==> config.mk <==
export PLATFORM = sky130hd
export DESIGN_NAME = ebcs_ext_bus_mux
export DESIGN_NICKNAME = d
export VERILOG_FILES = /design/src/rtl/ebcs_pkg.sv /design/src/rtl/ebcs_card_if.sv /design/src/rtl/ebcs_card_decode.sv /design/src/rtl/ebcs_ext_bus_mux.sv
export VERILOG_INCLUDE_DIRS = /design/src /design/src/rtl
export SDC_FILE = /design/constraint.sdc
export NUM_CORES = 1
export LEC_CHECK = 0
export BUFFER_PORTS_ARGS = -buffer_cell sky130_fd_sc_hd__buf_4
export CORE_AREA = 2 2 129 131
export DETAILED_ROUTE_END_ITERATION = 8
export DIE_AREA = 0 0 131 133
export GPL_TIMING_DRIVEN = 0
export PLACE_DENSITY = 0.63
export SKIP_LAST_GASP = 1
export SLEW_MARGIN = 20
export SYNTH_ARGS = -nofsm -noshare
export SYNTH_HDL_FRONTEND = slang
export SYNTH_SLANG_ARGS = --single-unit
==> constraint.sdc <==
create_clock -name clk -period 1.9 [get_ports clk]
set_input_delay 0.475 -clock clk [delete_from_list [all_inputs] [get_ports clk]]
set_output_delay 0.475 -clock clk [all_outputs]
set_load 0.01 [all_outputs]
==> src/rtl/ebcs_params.svh <==
// constants for the external bus card slot multiplexer
`ifndef EBCS_PARAMS_SVH
`define EBCS_PARAMS_SVH
`define EBCS_SPACE_CS4     4'h5
`define EBCS_SPACE_CS5     4'h6
`define EBCS_SPACE_MSB     31
`define EBCS_SPACE_LSB     28
`define EBCS_MODE_MSB      23
`define EBCS_MODE_LSB      21
`define EBCS_REG_BIT       22
`define EBCS_RNW_BIT       25
`define EBCS_MODE_ATTR     3'h0
`define EBCS_MODE_COMMON   3'h2
`define EBCS_MODE_IO       3'h4
`define EBCS_MODE_IDE      3'h6
`define EBCS_MODE_ALT_IDE  3'h7
`define EBCS_DBW_8         2'h0
`define EBCS_DBW_16        2'h1
`define EBCS_ADDR_W        26
`define EBCS_DATA_W        32
`define EBCS_PU_W          16
`define EBCS_FLOAT_DEF     4
`endif

==> src/rtl/ebcs_pkg.sv <==
// types shared by the card slot multiplexer modules
package ebcs_pkg;
    typedef enum logic [2:0] {
        EBCS_ATTR,
        EBCS_COMMON,
        EBCS_IO,
        EBCS_IDE,
        EBCS_ALT_IDE,
        EBCS_NONE
    } ebcs_mode_t;
    typedef enum logic [1:0] {
        EBCS_OWN_IDLE,
        EBCS_OWN_SMC,
        EBCS_OWN_DRAM
    } ebcs_owner_t;
endpackage : ebcs_pkg

==> src/rtl/ebcs_card_if.sv <==
// decoded card access information between decoder and pin mux
`timescale 1ns/10ps
`default_nettype none
interface ebcs_card_if;
    import ebcs_pkg::*;
    logic       card_hit;
    ebcs_mode_t mode;
    logic       ce1_n;
    logic       ce2_n;
    logic       io_strobes;
    modport dec (output card_hit, output mode, output ce1_n, output ce2_n, output io_strobes);
    modport mux (input card_hit, input mode, input ce1_n, input ce2_n, input io_strobes);
endinterface : ebcs_card_if
`default_nettype wire

==> src/rtl/ebcs_card_decode.sv <==
// card mode decode and card enable generation
`timescale 1ns/10ps
`default_nettype none
`include "ebcs_params.svh"
module ebcs_card_decode
    import ebcs_pkg::*;
(
    // transfer from the static memory controller
    input  wire logic [31:0] xfer_addr,
    input  wire logic        chip_sel_four,
    input  wire logic        chip_sel_five,
    input  wire logic        lower_byte_sel,
    input  wire logic        upper_byte_sel,
    input  wire logic [1:0]  data_width_field,
    input  wire logic        byte_select_mode,
    // chip select assignment
    input  wire logic        assign_card_cs_four,
    input  wire logic        assign_card_cs_five,
    // decoded result
    ebcs_card_if.dec         card
);
    logic [3:0] space;
    logic [2:0] mbits;
    logic       hit4;
    logic       hit5;
    logic       cs_act_n;
    logic       wide;

    // space decode; cs low means the controller is running the cycle
    assign space = xfer_addr[`EBCS_SPACE_MSB:`EBCS_SPACE_LSB];
    assign mbits = xfer_addr[`EBCS_MODE_MSB:`EBCS_MODE_LSB];
    assign hit4 = assign_card_cs_four && !chip_sel_four && (space == `EBCS_SPACE_CS4);
    assign hit5 = assign_card_cs_five && !chip_sel_five && (space == `EBCS_SPACE_CS5);
    assign card.card_hit = hit4 || hit5;
    assign cs_act_n = hit4 ? chip_sel_four : chip_sel_five;
    // byte selects only count when the controller runs byte select mode
    assign wide = (data_width_field == `EBCS_DBW_16) && byte_select_mode;

    // mode table; undefined codes fall to none and leave the card idle
    always_comb begin
        card.mode = EBCS_NONE;
        if (card.card_hit) begin
            unique case (mbits)
                `EBCS_MODE_ATTR:    card.mode = EBCS_ATTR;
                `EBCS_MODE_COMMON:  card.mode = EBCS_COMMON;
                `EBCS_MODE_IO:      card.mode = EBCS_IO;
                `EBCS_MODE_IDE:     card.mode = EBCS_IDE;
                `EBCS_MODE_ALT_IDE: card.mode = EBCS_ALT_IDE;
                default:            card.mode = EBCS_NONE;
            endcase
        end
    end

    // enables follow the chip select waveform, gated by mode and width
    always_comb begin
        card.ce1_n = 1'b1;
        card.ce2_n = 1'b1;
        unique case (card.mode)
            EBCS_ATTR, EBCS_COMMON, EBCS_IO: begin
                if (wide) begin
                    card.ce1_n = cs_act_n | lower_byte_sel;
                    card.ce2_n = cs_act_n | upper_byte_sel;
                end else begin
                    card.ce1_n = cs_act_n;
                end
            end
            EBCS_IDE: card.ce1_n = cs_act_n;
            EBCS_ALT_IDE: card.ce2_n = cs_act_n;
            EBCS_NONE: card.ce1_n = 1'b1;
        endcase
    end
    // io and ide modes use the io strobe pair
    assign card.io_strobes = (card.mode == EBCS_IO) || (card.mode == EBCS_IDE)
                          || (card.mode == EBCS_ALT_IDE);
endmodule : ebcs_card_decode
`default_nettype wire

==> src/rtl/ebcs_ext_bus_mux.sv <==
// external bus pin multiplexer with removable card slot support
// What this block does
// card logic on assigned chip selects four/five
// card spaces 0x5 and 0x6 regions
// address bits 23:21 select card mode
// address 22 is register select except IDE
// five modes; no io16 or select handling
// card enables follow active chip select timing
// attribute mode enables follow byte selects; code does so only in 16-bit byte select, else enable one low, two high
// common/io: byte selects, or odd byte
// true IDE: enable one low, two high
// alternate IDE: enable two low, one high
// idle or unassigned: both enables high
// software picks eight or sixteen bit width
// byte selects valid only in byte select
// share data, address, control among controllers
// idle bus holds address and controls stable
// honour data float time before handover
// dram refresh takes the idle bus only with no static request
// low data pullups on after reset; disable bit
// software assigns pins to peripheral function
// card selects and direction drive buffer only
// io/IDE use io strobes, else memory
// shared pins carry card signals only then
// true IDE holds read strobe low, write high
// card wait routed to controller wait input
`timescale 1ns/10ps
`default_nettype none
`include "ebcs_params.svh"
module ebcs_ext_bus_mux
    import ebcs_pkg::*;
#(
    parameter int ADDR_W  = `EBCS_ADDR_W,
    parameter int DATA_W  = `EBCS_DATA_W,
    parameter int FLOAT_W = `EBCS_FLOAT_DEF
)(
    // clock and reset
    input  wire logic              clk,
    input  wire logic              rst_n,
    // chip configuration bits
    input  wire logic              assign_card_cs_four,
    input  wire logic              assign_card_cs_five,
    input  wire logic              data_pullup_disable,
    input  wire logic [1:0]        data_width_field,
    input  wire logic              byte_select_mode,
    // static memory controller side
    input  wire logic              smc_req,
    input  wire logic [31:0]       smc_addr,
    input  wire logic [DATA_W-1:0] smc_wdata,
    input  wire logic              smc_data_oe,
    input  wire logic [3:0]        smc_float_cycles,
    input  wire logic              chip_sel_four,
    input  wire logic              chip_sel_five,
    input  wire logic              smc_read_n,
    input  wire logic              smc_write_n,
    input  wire logic              lower_byte_sel,
    input  wire logic              upper_byte_sel,
    input  wire logic              smc_wr3_n,
    output logic                   smc_ext_wait,
    output logic [DATA_W-1:0]      smc_rdata,
    output logic                   smc_grant,
    // dram controller side
    input  wire logic              dram_req,
    input  wire logic [ADDR_W-1:0] dram_addr,
    input  wire logic [DATA_W-1:0] dram_wdata,
    input  wire logic              dram_data_oe,
    input  wire logic [3:0]        dram_float_cycles,
    output logic [DATA_W-1:0]      dram_rdata,
    output logic                   dram_grant,
    // external pins
    output logic [ADDR_W-1:0]      pin_addr,
    input  wire logic [DATA_W-1:0] pin_data_in,
    output logic [DATA_W-1:0]      pin_data_out,
    output logic                   pin_data_oe,
    output logic [`EBCS_PU_W-1:0]  pin_data_pullup,
    output logic                   card_buf_sel_zero,
    output logic                   card_buf_sel_one,
    output logic                   card_mem_read_strobe,
    output logic                   card_mem_write_strobe,
    output logic                   card_io_read_strobe,
    output logic                   card_io_write_strobe,
    output logic                   card_enable_one,
    output logic                   card_enable_two,
    input  wire logic              ext_wait_in
);
    ebcs_card_if card ();

    ebcs_card_decode u_dec (
        .xfer_addr           (smc_addr),
        .chip_sel_four       (chip_sel_four),
        .chip_sel_five       (chip_sel_five),
        .lower_byte_sel      (lower_byte_sel),
        .upper_byte_sel      (upper_byte_sel),
        .data_width_field    (data_width_field),
        .byte_select_mode    (byte_select_mode),
        .assign_card_cs_four (assign_card_cs_four),
        .assign_card_cs_five (assign_card_cs_five),
        .card                (card)
    );

    ////////////////////////////////////////////////////////////////////////////
    // data bus ownership and float time

    ebcs_owner_t         owner;
    ebcs_owner_t         next_owner;
    logic [FLOAT_W-1:0]  float_cnt;
    logic [FLOAT_W-1:0]  next_float_cnt;
    logic                float_busy;
    logic                want_smc;
    logic                want_dram;
    logic                owner_oe;

    // the two controllers own separate pins for refresh, so only data and address ownership
    // is arbitrated here; dram takes the idle bus only while no static request is pending
    assign float_busy = (float_cnt != '0);
    assign want_smc   = smc_req;
    assign want_dram  = dram_req && !smc_req;
    // only the owner's output enable reaches the pins
    assign owner_oe   = (owner == EBCS_OWN_SMC) ? smc_data_oe :
                        (owner == EBCS_OWN_DRAM) ? dram_data_oe : 1'b0;

    // handover waits out the float time of the releasing controller
    always_comb begin
        next_owner     = owner;
        next_float_cnt = float_busy ? float_cnt - 1'b1 : float_cnt;
        unique case (owner)
            EBCS_OWN_IDLE: begin
                if (!float_busy && want_smc) next_owner = EBCS_OWN_SMC;
                else if (!float_busy && want_dram) next_owner = EBCS_OWN_DRAM;
            end
            // release loads this controller's float time
            EBCS_OWN_SMC: begin
                if (!smc_req) begin
                    next_owner     = EBCS_OWN_IDLE;
                    next_float_cnt = smc_float_cycles[FLOAT_W-1:0];
                end
            end
            EBCS_OWN_DRAM: begin
                if (!dram_req) begin
                    next_owner     = EBCS_OWN_IDLE;
                    next_float_cnt = dram_float_cycles[FLOAT_W-1:0];
                end
            end
        endcase
    end

    // ownership registers
    always_ff @(posedge clk or negedge rst_n) begin
        if (!rst_n) begin
            owner     <= EBCS_OWN_IDLE;
            float_cnt <= '0;
        end else begin
            owner     <= next_owner;
            float_cnt <= next_float_cnt;
        end
    end

    ////////////////////////////////////////////////////////////////////////////
    // address, data and strobe selection

    logic [ADDR_W-1:0] next_addr;
    logic              card_act;
    logic              rnw;
    logic              next_mem_rd;
    logic              next_mem_wr;
    logic              next_io_rd;
    logic              next_io_wr;

    // card pins only react while the static side owns the bus
    assign card_act = card.card_hit && (owner == EBCS_OWN_SMC);
    assign rnw      = smc_write_n;

    // address holds its last value while nobody drives the bus
    always_comb begin
        next_addr = pin_addr;
        if (owner == EBCS_OWN_SMC) begin
            next_addr = smc_addr[ADDR_W-1:0];
            // top address bit carries read-not-write for the card
            if (card_act) begin
                next_addr[`EBCS_RNW_BIT] = rnw;
            end
        end else if (owner == EBCS_OWN_DRAM) begin
            next_addr = dram_addr;
        end
    end

    // strobes: io pair in io and IDE modes, memory pair otherwise
    always_comb begin
        next_mem_rd = smc_read_n;
        next_mem_wr = smc_write_n;
        next_io_rd  = upper_byte_sel;
        next_io_wr  = smc_wr3_n;
        if (owner != EBCS_OWN_SMC) begin
            next_mem_rd = 1'b1;
            next_mem_wr = 1'b1;
            next_io_rd  = 1'b1;
            next_io_wr  = 1'b1;
        end else if (card_act && card.io_strobes) begin
            next_mem_rd = 1'b1;
            next_mem_wr = 1'b1;
            next_io_rd  = smc_read_n;
            next_io_wr  = smc_write_n;
            // true IDE holds the output enable low
            if (card.mode != EBCS_ALT_IDE && card.mode != EBCS_IO) begin
                next_mem_rd = 1'b0;
            end
        end else if (card_act) begin
            next_io_rd = 1'b1;
            next_io_wr = 1'b1;
        end
    end

    ////////////////////////////////////////////////////////////////////////////
    // wait input synchroniser; card wait stretches static accesses

    logic wait_meta;
    logic wait_sync;

    // two flops: the card wait is asynchronous to clk
    always_ff @(posedge clk or negedge rst_n) begin
        if (!rst_n) begin
            wait_meta <= 1'b0;
            wait_sync <= 1'b0;
        end else begin
            wait_meta <= ext_wait_in;
            wait_sync <= wait_meta;
        end
    end

    ////////////////////////////////////////////////////////////////////////////
    // output registers; every pin comes from a flip-flop

    always_ff @(posedge clk or negedge rst_n) begin
        if (!rst_n) begin
            pin_addr              <= '0;
            pin_data_out          <= '0;
            pin_data_oe           <= 1'b0;
            pin_data_pullup       <= '1;
            card_buf_sel_zero     <= 1'b1;
            card_buf_sel_one      <= 1'b1;
            card_mem_read_strobe  <= 1'b1;
            card_mem_write_strobe <= 1'b1;
            card_io_read_strobe   <= 1'b1;
            card_io_write_strobe  <= 1'b1;
            card_enable_one       <= 1'b1;
            card_enable_two       <= 1'b1;
            smc_ext_wait          <= 1'b0;
            smc_rdata             <= '0;
            dram_rdata            <= '0;
            smc_grant             <= 1'b0;
            dram_grant            <= 1'b0;
        end else begin
            pin_addr              <= next_addr;
            pin_data_out          <= (owner == EBCS_OWN_DRAM) ? dram_wdata : smc_wdata;
            pin_data_oe           <= owner_oe && !float_busy;
            pin_data_pullup       <= {`EBCS_PU_W{!data_pullup_disable}};
            // buffer controls only; never wired to the slot
            card_buf_sel_zero     <= chip_sel_four;
            card_buf_sel_one      <= chip_sel_five;
            card_mem_read_strobe  <= next_mem_rd;
            card_mem_write_strobe <= next_mem_wr;
            card_io_read_strobe   <= next_io_rd;
            card_io_write_strobe  <= next_io_wr;
            card_enable_one       <= card_act ? card.ce1_n : 1'b1;
            card_enable_two       <= card_act ? card.ce2_n : 1'b1;
            smc_ext_wait          <= card_act && wait_sync;
            // read data captured every cycle; owners use it on grant
            smc_rdata             <= pin_data_in;
            dram_rdata            <= pin_data_in;
            smc_grant             <= (next_owner == EBCS_OWN_SMC);
            dram_grant            <= (next_owner == EBCS_OWN_DRAM);
        end
    end
endmodule : ebcs_ext_bus_mux
`default_nettype wire

==> impl_metrics.tcl, run 1 <==
set metrics [dict create \
    fmax_ghz 0.5716 \
    final_common_cell "buf_4" \
    crit_fanout 16 \
    nFillCells 1534 \
    synthCells 359 \
    overflow 0 \
    wl_per_cell_um 15.19 \
    num_antenna_cells 0 \
    p_leak_uw 0.003793 \
    netlist.area_leader.share 0.5607 \
    num_io_pins 332 \
    htree_levels 3 \
    drtIter0Drc 102 \
    hold_slack_ns 0.2305 \
    worstSetupStartpoint "pin_data_pullup[0]$_DFF_PN1_" \
    switching_share 0.3292 \
    slowest_delay_ns 0.67 \
    clock_sinks 111 \
    cts_tree "built" \
    grt_pass1_wl_mm 20.95 \
    clkPwrFrac 0.228 \
    setup_viol 0 \
    root_buffer "clkbuf_16" \
    die_x_um 131 \
    finalSetupTns_ns 0 \
    synth_area_leaders "dfrtp_1 56%, buf_4 8.2%, mux2_2 7.9%" \
    finClkSkew_ns 0.007277 \
    synth_top_cell_by_area "dfrtp_1" \
    worstHoldStart "pin_data_in[19]" \
    drive_gt1_frac 0.6378 \
    timing.critical_path.cells "buf_4 -> buf_4" \
    r2r_start "owner[0]$_DFF_PN0_" \
    maxCapViolations 0 \
    dpl.cell_count 908 \
    place_hpwl_mm 11.27 \
    cp_num_cells 2 \
    drc_errors 0 \
    drv_slew 0 \
    p_int_uw 5662 \
    r2r-end "pin_data_out[6]$_DFF_PN0_" \
    cpMostUsedCell "buf_4" \
    switching_power_uw 2778 \
    slew_headroom 0.4242 \
    regToRegSetupSlack_ns 0.25 \
    cp_slowest_cell "dfstp_2" \
    numCtsBuffers 9 \
    wl_mm 14.03 \
    hp-class "primary input to flip-flop" \
    core.rowCount 47 \
    die_area_mm2 0.01742 \
    syn_avg_cell_area_um2 12.68 \
    synth-seq-area-share 0.6127 \
    outcome "complete, no violations" \
    worstSetupStartpointType "flip-flop" \
    start_util 0.2815 \
    critical_path_class "flip-flop to primary output" \
    grt_max_degree 112 \
    tightest_slew_ns 0.8637 \
    gr-usage-all-layers 0.1556 \
    final_nets 884 \
    ys_warn_count 0 \
    fp.coreArea_mm2 0.01617 \
    setup_ws_ns 0.1504 \
    viasPerCell 4.266 \
    mostFrequentLayoutCells "378 x buf_4, 102 x dfrtp_1, 32 x nand2_1, 32 x mux2_2, 27 x o21ai_0" \
    syn-cell-area_mm2 0.004552 \
    p_per_area_mw_per_mm2 1109 \
    die_h_um 133 \
    arrival_ns 1.27 \
    finalCritPeriodShare 0.9209 \
    post-place-ws_ns 0.01777 \
    worstSkewPairLatency_ns 0.35 \
    cp_top_family "flip-flops" \
    instances_no_fill 924 \
    num_vias 3942 \
    hold_violations 0 \
    crit_required_ns 1.42 \
    synthDistinctLibCells 35 \
    r2r_cells 5 \
    min_period_ns 1.750 \
    comb_power_share 0.391 \
    critPathCapture "pin_data_pullup[8]" \
    syn_nets 544 \
    rsz0062_at_grt "no" \
    synth_seq_cells 111 \
    p_seq_frac 0.381 \
    cts.clk_slew.worst_paths_ns 0.08 \
    gp_congestion 0.7548 \
    ir_drop_v 0.0006551 \
    ant_nets 0 \
    timing.critical_path.buf_inv 2 \
    cts_buffer_depth 2 \
    grt_pass1_vias 4049 \
    endpoint_kind "primary output" \
    portBuffers 329 \
    grt_antenna_before_repair 0 \
    firstDrtPassIters 4 \
    area_delta_synth_final_pct 67.18 \
]
-- power groups by stage --
stage | clock [uW] | combinational (uW) | sequential, uW
finish | 1930 | 3300 | 3220
global route | 2100 | 3640 | 3280
CTS | 2010 | 3360 | 3220
detailed placement | 0 | 3360 | 3260
global placement | 0 | 3270 | 3240
floorplan | 0 | 1480 | 3470
-- state kept, by name (all words and copies together) (netlist names) --
name and flops:
dram_rdata 32, pin_data_out 32, pin_addr 26, float_cnt 4, owner 2, card_buf_sel_one 1, card_buf_sel_zero 1, card_enable_one 1
card_enable_two 1, card_io_read_strobe 1, card_io_write_strobe 1, card_mem_read_strobe 1, card_mem_write_strobe 1, dram_grant 1, pin_data_oe 1, pin_data_pullup 1
smc_ext_wait 1, smc_grant 1, wait_meta 1, wait_sync 1
-- metrics by stage --
stage               cell area, um^2  power [uW]    util
finish                         7610        8440  0.4706
global route                   7610        9017  0.4706
CTS                            7604        8599  0.4702
detailed placement             7301        6619  0.4515
global placement               7297        6508  0.4512
floorplan                      4552        4944       -
-- cells in the mapped netlist, drive strengths merged --
master / instances
nand3: 5
xnor2: 3
mux2i: 26
o41ai: 1
a211o: 1
o22ai: 4
dfstp: 9
nor3b: 4
and3: 2
a22oi: 6
o211ai: 1
nand3b: 1
a211oi: 1
nor2: 11
mux2: 32
a21oi: 6
nand2: 32
o21ai: 30
a31o: 1
inv: 8
nand4bb: 2
nor3: 1
dfrtp: 102
and2: 1
clkbuf: 5
nor2b: 2
a32oi: 1
nand2b: 2
buf: 56
ha: 3
-- worst reg2reg max path: stages (launching register included) --
cell,delay [ns]
dfrtp_1,0.42
inv_1,0.10
ha_1,0.14
buf_2,0.19
buf_2,0.28
mux2_2,0.40
-- repair_timing --
item,CTS,global route
setup endpoints to repair,0,29
gates resized for setup,0,6
hold buffers,0,0
setup buffers,0,0
-- logic make-up after synthesis --
| logic type | count (synthesis) | share of synthesized area |
|---|---|---|
| compound gates | 52 | 0.06954 |
| xor+xnor | 3 | 0.005773 |
| mux | 58 | 0.1363 |
| buf+inv | 69 | 0.09978 |
| simple gates | 63 | 0.06762 |
| flops | 111 | 0.6127 |
| fa+ha+maj | 3 | 0.008247 |
-- metal layers --
metal | vias to the layer above | track usage | share of wire
met5 | - | 0 | 0
met4 | 0 | 0.06087 | 0.023
met3 | 25 | 0.03639 | 0.080
met2 | 180 | 0.2766 | 0.53
met1 | 1893 | 0.1783 | 0.37
li1 | 1844 | - | -
-- final cells by class --
type                            count  area (um^2)  share of cell area
Timing Repair Buffer              329         2476              0.3254
Multi-Input combinational cell    179         1309              0.1720
Clock buffer                       10        229.0             0.03009
Inverter                            8        30.03            0.003946
Sequential cell                   111         2789              0.3665
Tap cell                          220        275.3             0.03617
Buffer                             61        427.9             0.05623
Clock inverter                      6        73.82            0.009701
-- worst min path at each step --
stage / to / slack, ns / cells after the start
2_1_floorplan: dram_grant$_DFF_PN0_ / 0.18 / 0
3_3_place_gp: wait_sync$_DFF_PN0_ / 0.34 / 0
3_5_place_dp: wait_sync$_DFF_PN0_ / 0.34 / 0
4_1_cts: dram_rdata[29]$_DFF_PN0_ / 0.21 / 1
5_1_grt: dram_rdata[19]$_DFF_PN0_ / 0.20 / 1
6_report: dram_rdata[19]$_DFF_PN0_ / 0.23 / 1
(Power assumes the default switching activity.)
==> run 2, diff against run 1 <==
--- a/config.mk
+++ b/config.mk
@@ -7,11 +7,13 @@
 export NUM_CORES = 1
 export LEC_CHECK = 0
 export BUFFER_PORTS_ARGS = -buffer_cell sky130_fd_sc_hd__buf_4
-export CORE_AREA = 2 2 129 131
+export CORE_AREA = 2 2 128 130
+export CTS_BUF_LIST = sky130_fd_sc_hd__clkbuf_4 sky130_fd_sc_hd__clkbuf_8
 export DETAILED_ROUTE_END_ITERATION = 8
-export DIE_AREA = 0 0 131 133
+export DIE_AREA = 0 0 130 132
 export GPL_TIMING_DRIVEN = 0
 export PLACE_DENSITY = 0.63
+export SETUP_SLACK_MARGIN = 0.2
 export SKIP_LAST_GASP = 1
 export SLEW_MARGIN = 20
 export SYNTH_ARGS = -nofsm -noshare
==> run 2 against run 1 <==
Net effect: clock skew rose by 0.0067 ns; sequential share of layout area fell by 0.43 points; first-iteration DRC count rose by 6.9%; cell area up 1.2%; critical path depth grew 1; hold slack lost 0.046 ns; combinational power is 5% higher; sequential cell count is the same; global-route usage rose by 0.91 points; worst setup slack worse by 0.0073 ns; largest cell class unchanged; die area fell by 1.5%; critical path type unchanged; wire length up 2.5%.
==> impl_metrics.tcl, run 2 (synthesis results as in run 1) <==
set metrics [dict create \
    outcome "complete, no violations" \
    clock_sinks 111 \
    grt_max_degree 112 \
    instances_no_fill 926 \
    num_vias 4003 \
    firstDrtPassIters 4 \
    multi_input_area_mm2 0.001314 \
    final_area_mm2 0.007701 \
    switching_share 0.3345 \
    p_int_uw 5566 \
    drv_slew 0 \
    r2r_cells 5 \
    finalCritPeriodShare 0.9247 \
    grt_pass1_wl_mm 21.74 \
    area_delta_synth_final_pct 69.19 \
    hold_buffers 0 \
    p_per_area_mw_per_mm2 1086 \
    portBuffers 329 \
    overflow 0 \
    cts.clk_slew.worst_paths_ns 0.11 \
    hp-class "primary input to flip-flop" \
    die_h_um 132 \
    min_period_ns 1.757 \
    ff_latch_area_mm2 0.002789 \
    final_common_cell "buf_4" \
    core.rowCount 46 \
    slowest_delay_ns 0.57 \
    reg_top3 "dram_rdata x32, pin_data_out x32, pin_addr x26" \
    setup_ws_ns 0.1431 \
    dpl.cell_count 904 \
    endpoint_kind "primary output" \
    setup_viol 0 \
    nFillCells 1469 \
    regToRegSetupSlack_ns 0.31 \
    arrival_ns 1.28 \
    clkPwrFrac 0.200 \
    ant_nets 0 \
    drive_gt1_frac 0.6465 \
    cp_slowest_cell "dfstp_2" \
    rsz0062_at_grt "yes" \
    cts_buffer_depth 2 \
    maxCapViolations 0 \
    die_area_mm2 0.01716 \
    wl_mm 14.38 \
    crit_required_ns 1.42 \
    worstSkewPairLatency_ns 0.38 \
    viasPerCell 4.323 \
    min_path_cells 1 \
    numCtsBuffers 9 \
    crit_fanout 8 \
    num_antenna_cells 0 \
    critical_path_class "flip-flop to primary output" \
    wl_per_cell_um 15.53 \
    slew_headroom 0.4079 \
    post-place-ws_ns -0.07185 \
    r2r_start "owner[0]$_DFF_PN0_" \
    grt_antenna_before_repair 0 \
    drc_errors 0 \
    num_io_pins 332 \
    hold_violations 0 \
    worstSetupStartpoint "pin_data_pullup[0]$_DFF_PN1_" \
    root_buffer "clkbuf_8" \
    htree_levels 3 \
    worstSetupStartpointType "flip-flop" \
    die_x_um 130 \
    hold_end "dram_rdata[7]$_DFF_PN0_" \
    grt_pass1_vias 4268 \
    final_nets 890 \
    gr-usage-all-layers 0.1647 \
    switching_power_uw 2797 \
    worstHoldStart "pin_data_in[7]" \
    ir_drop_v 0.0005197 \
    cpMostUsedCell "buf_6" \
    gp_congestion 0.8001 \
    tightest_slew_ns 0.8882 \
    placed_area_mm2 0.007296 \
    fp.coreArea_mm2 0.01571 \
    p_leak_uw 0.003825 \
    fmax_ghz 0.5692 \
    r2r-end "pin_data_out[7]$_DFF_PN0_" \
    drtIter0Drc 109 \
    start_util 0.2897 \
    finClkSkew_ns 0.01400 \
    comb_power_share 0.416 \
    place_hpwl_mm 11.22 \
    mostFrequentLayoutCells "361 x buf_4, 102 x dfrtp_1, 32 x nand2_1, 32 x mux2_2, 27 x o21ai_0" \
    cts_tree "built" \
    timing.critical_path.cells "buf_6 -> buf_4 -> buf_6" \
    p_seq_frac 0.384 \
]
==> run 2: area by class of cell <==
class,count,area share
Clock buffer,11,0.01966
Buffer,61,0.06288
Sequential cell,111,0.3621
Tap cell,216,0.03509
Multi-Input combinational cell,179,0.1706
Timing Repair Buffer,335,0.3347
Inverter,8,0.003899
Clock inverter,5,0.01105
==> run 2: critical path: cells and delay by family (launching register included) <==
family	cells	cell delay [ns]
buffers and inverters	3	0.33
flip-flops	1	0.57
==> run 2: how the worst max path moves through the flow <==
stage	end	slack (ns)	depth (start not counted)
6_report	pin_data_pullup[15]	0.14	3
5_1_grt	pin_data_pullup[15]	0.08	3
4_1_cts	pin_data_pullup[15]	0.11	3
3_5_place_dp	float_cnt[1]$_DFF_PN0_	-0.07	5
3_3_place_gp	float_cnt[2]$_DFF_PN0_	-0.03	5
2_1_floorplan	float_cnt[0]$_DFF_PN0_	0.44	5
==> run 2: timing repair <==
action	4_1_cts	5_1_grt
endpoints found under the setup margin	45	74
gates cloned	0	0
resized for setup	26	16
setup buffers	3	3
endpoints found under the hold margin	0	0
==> run 2: through the flow <==
stage               utilization  setup TNS [ns]  hold WS (ns)  power, uW
global route             0.4901               0        0.1573       8920
detailed placement       0.4643         -0.3683        0.3365       6642
finish                   0.4901               0        0.1847       8364
floorplan                     -               0        0.1794       4944
global placement         0.4641        -0.09220        0.3334       6537
CTS                      0.4861               0        0.1570       8399
==> run 2: power groups by stage <==
stage	Sequential (uW)	Combinational, uW	Clock [uW]
finish	3210	3480	1670
global route	3280	3840	1800
CTS	3220	3440	1740
detailed placement	3260	3380	0
global placement	3240	3300	0
floorplan	3470	1480	0
==> run 2: per-layer routing <==
layer	GRT usage	part of all wire	up-vias
met5	0	0	-
met4	0.07348	0.031	0
met3	0.05195	0.082	30
met2	0.2976	0.53	190
met1	0.1724	0.36	1922
li1	-	-	1861
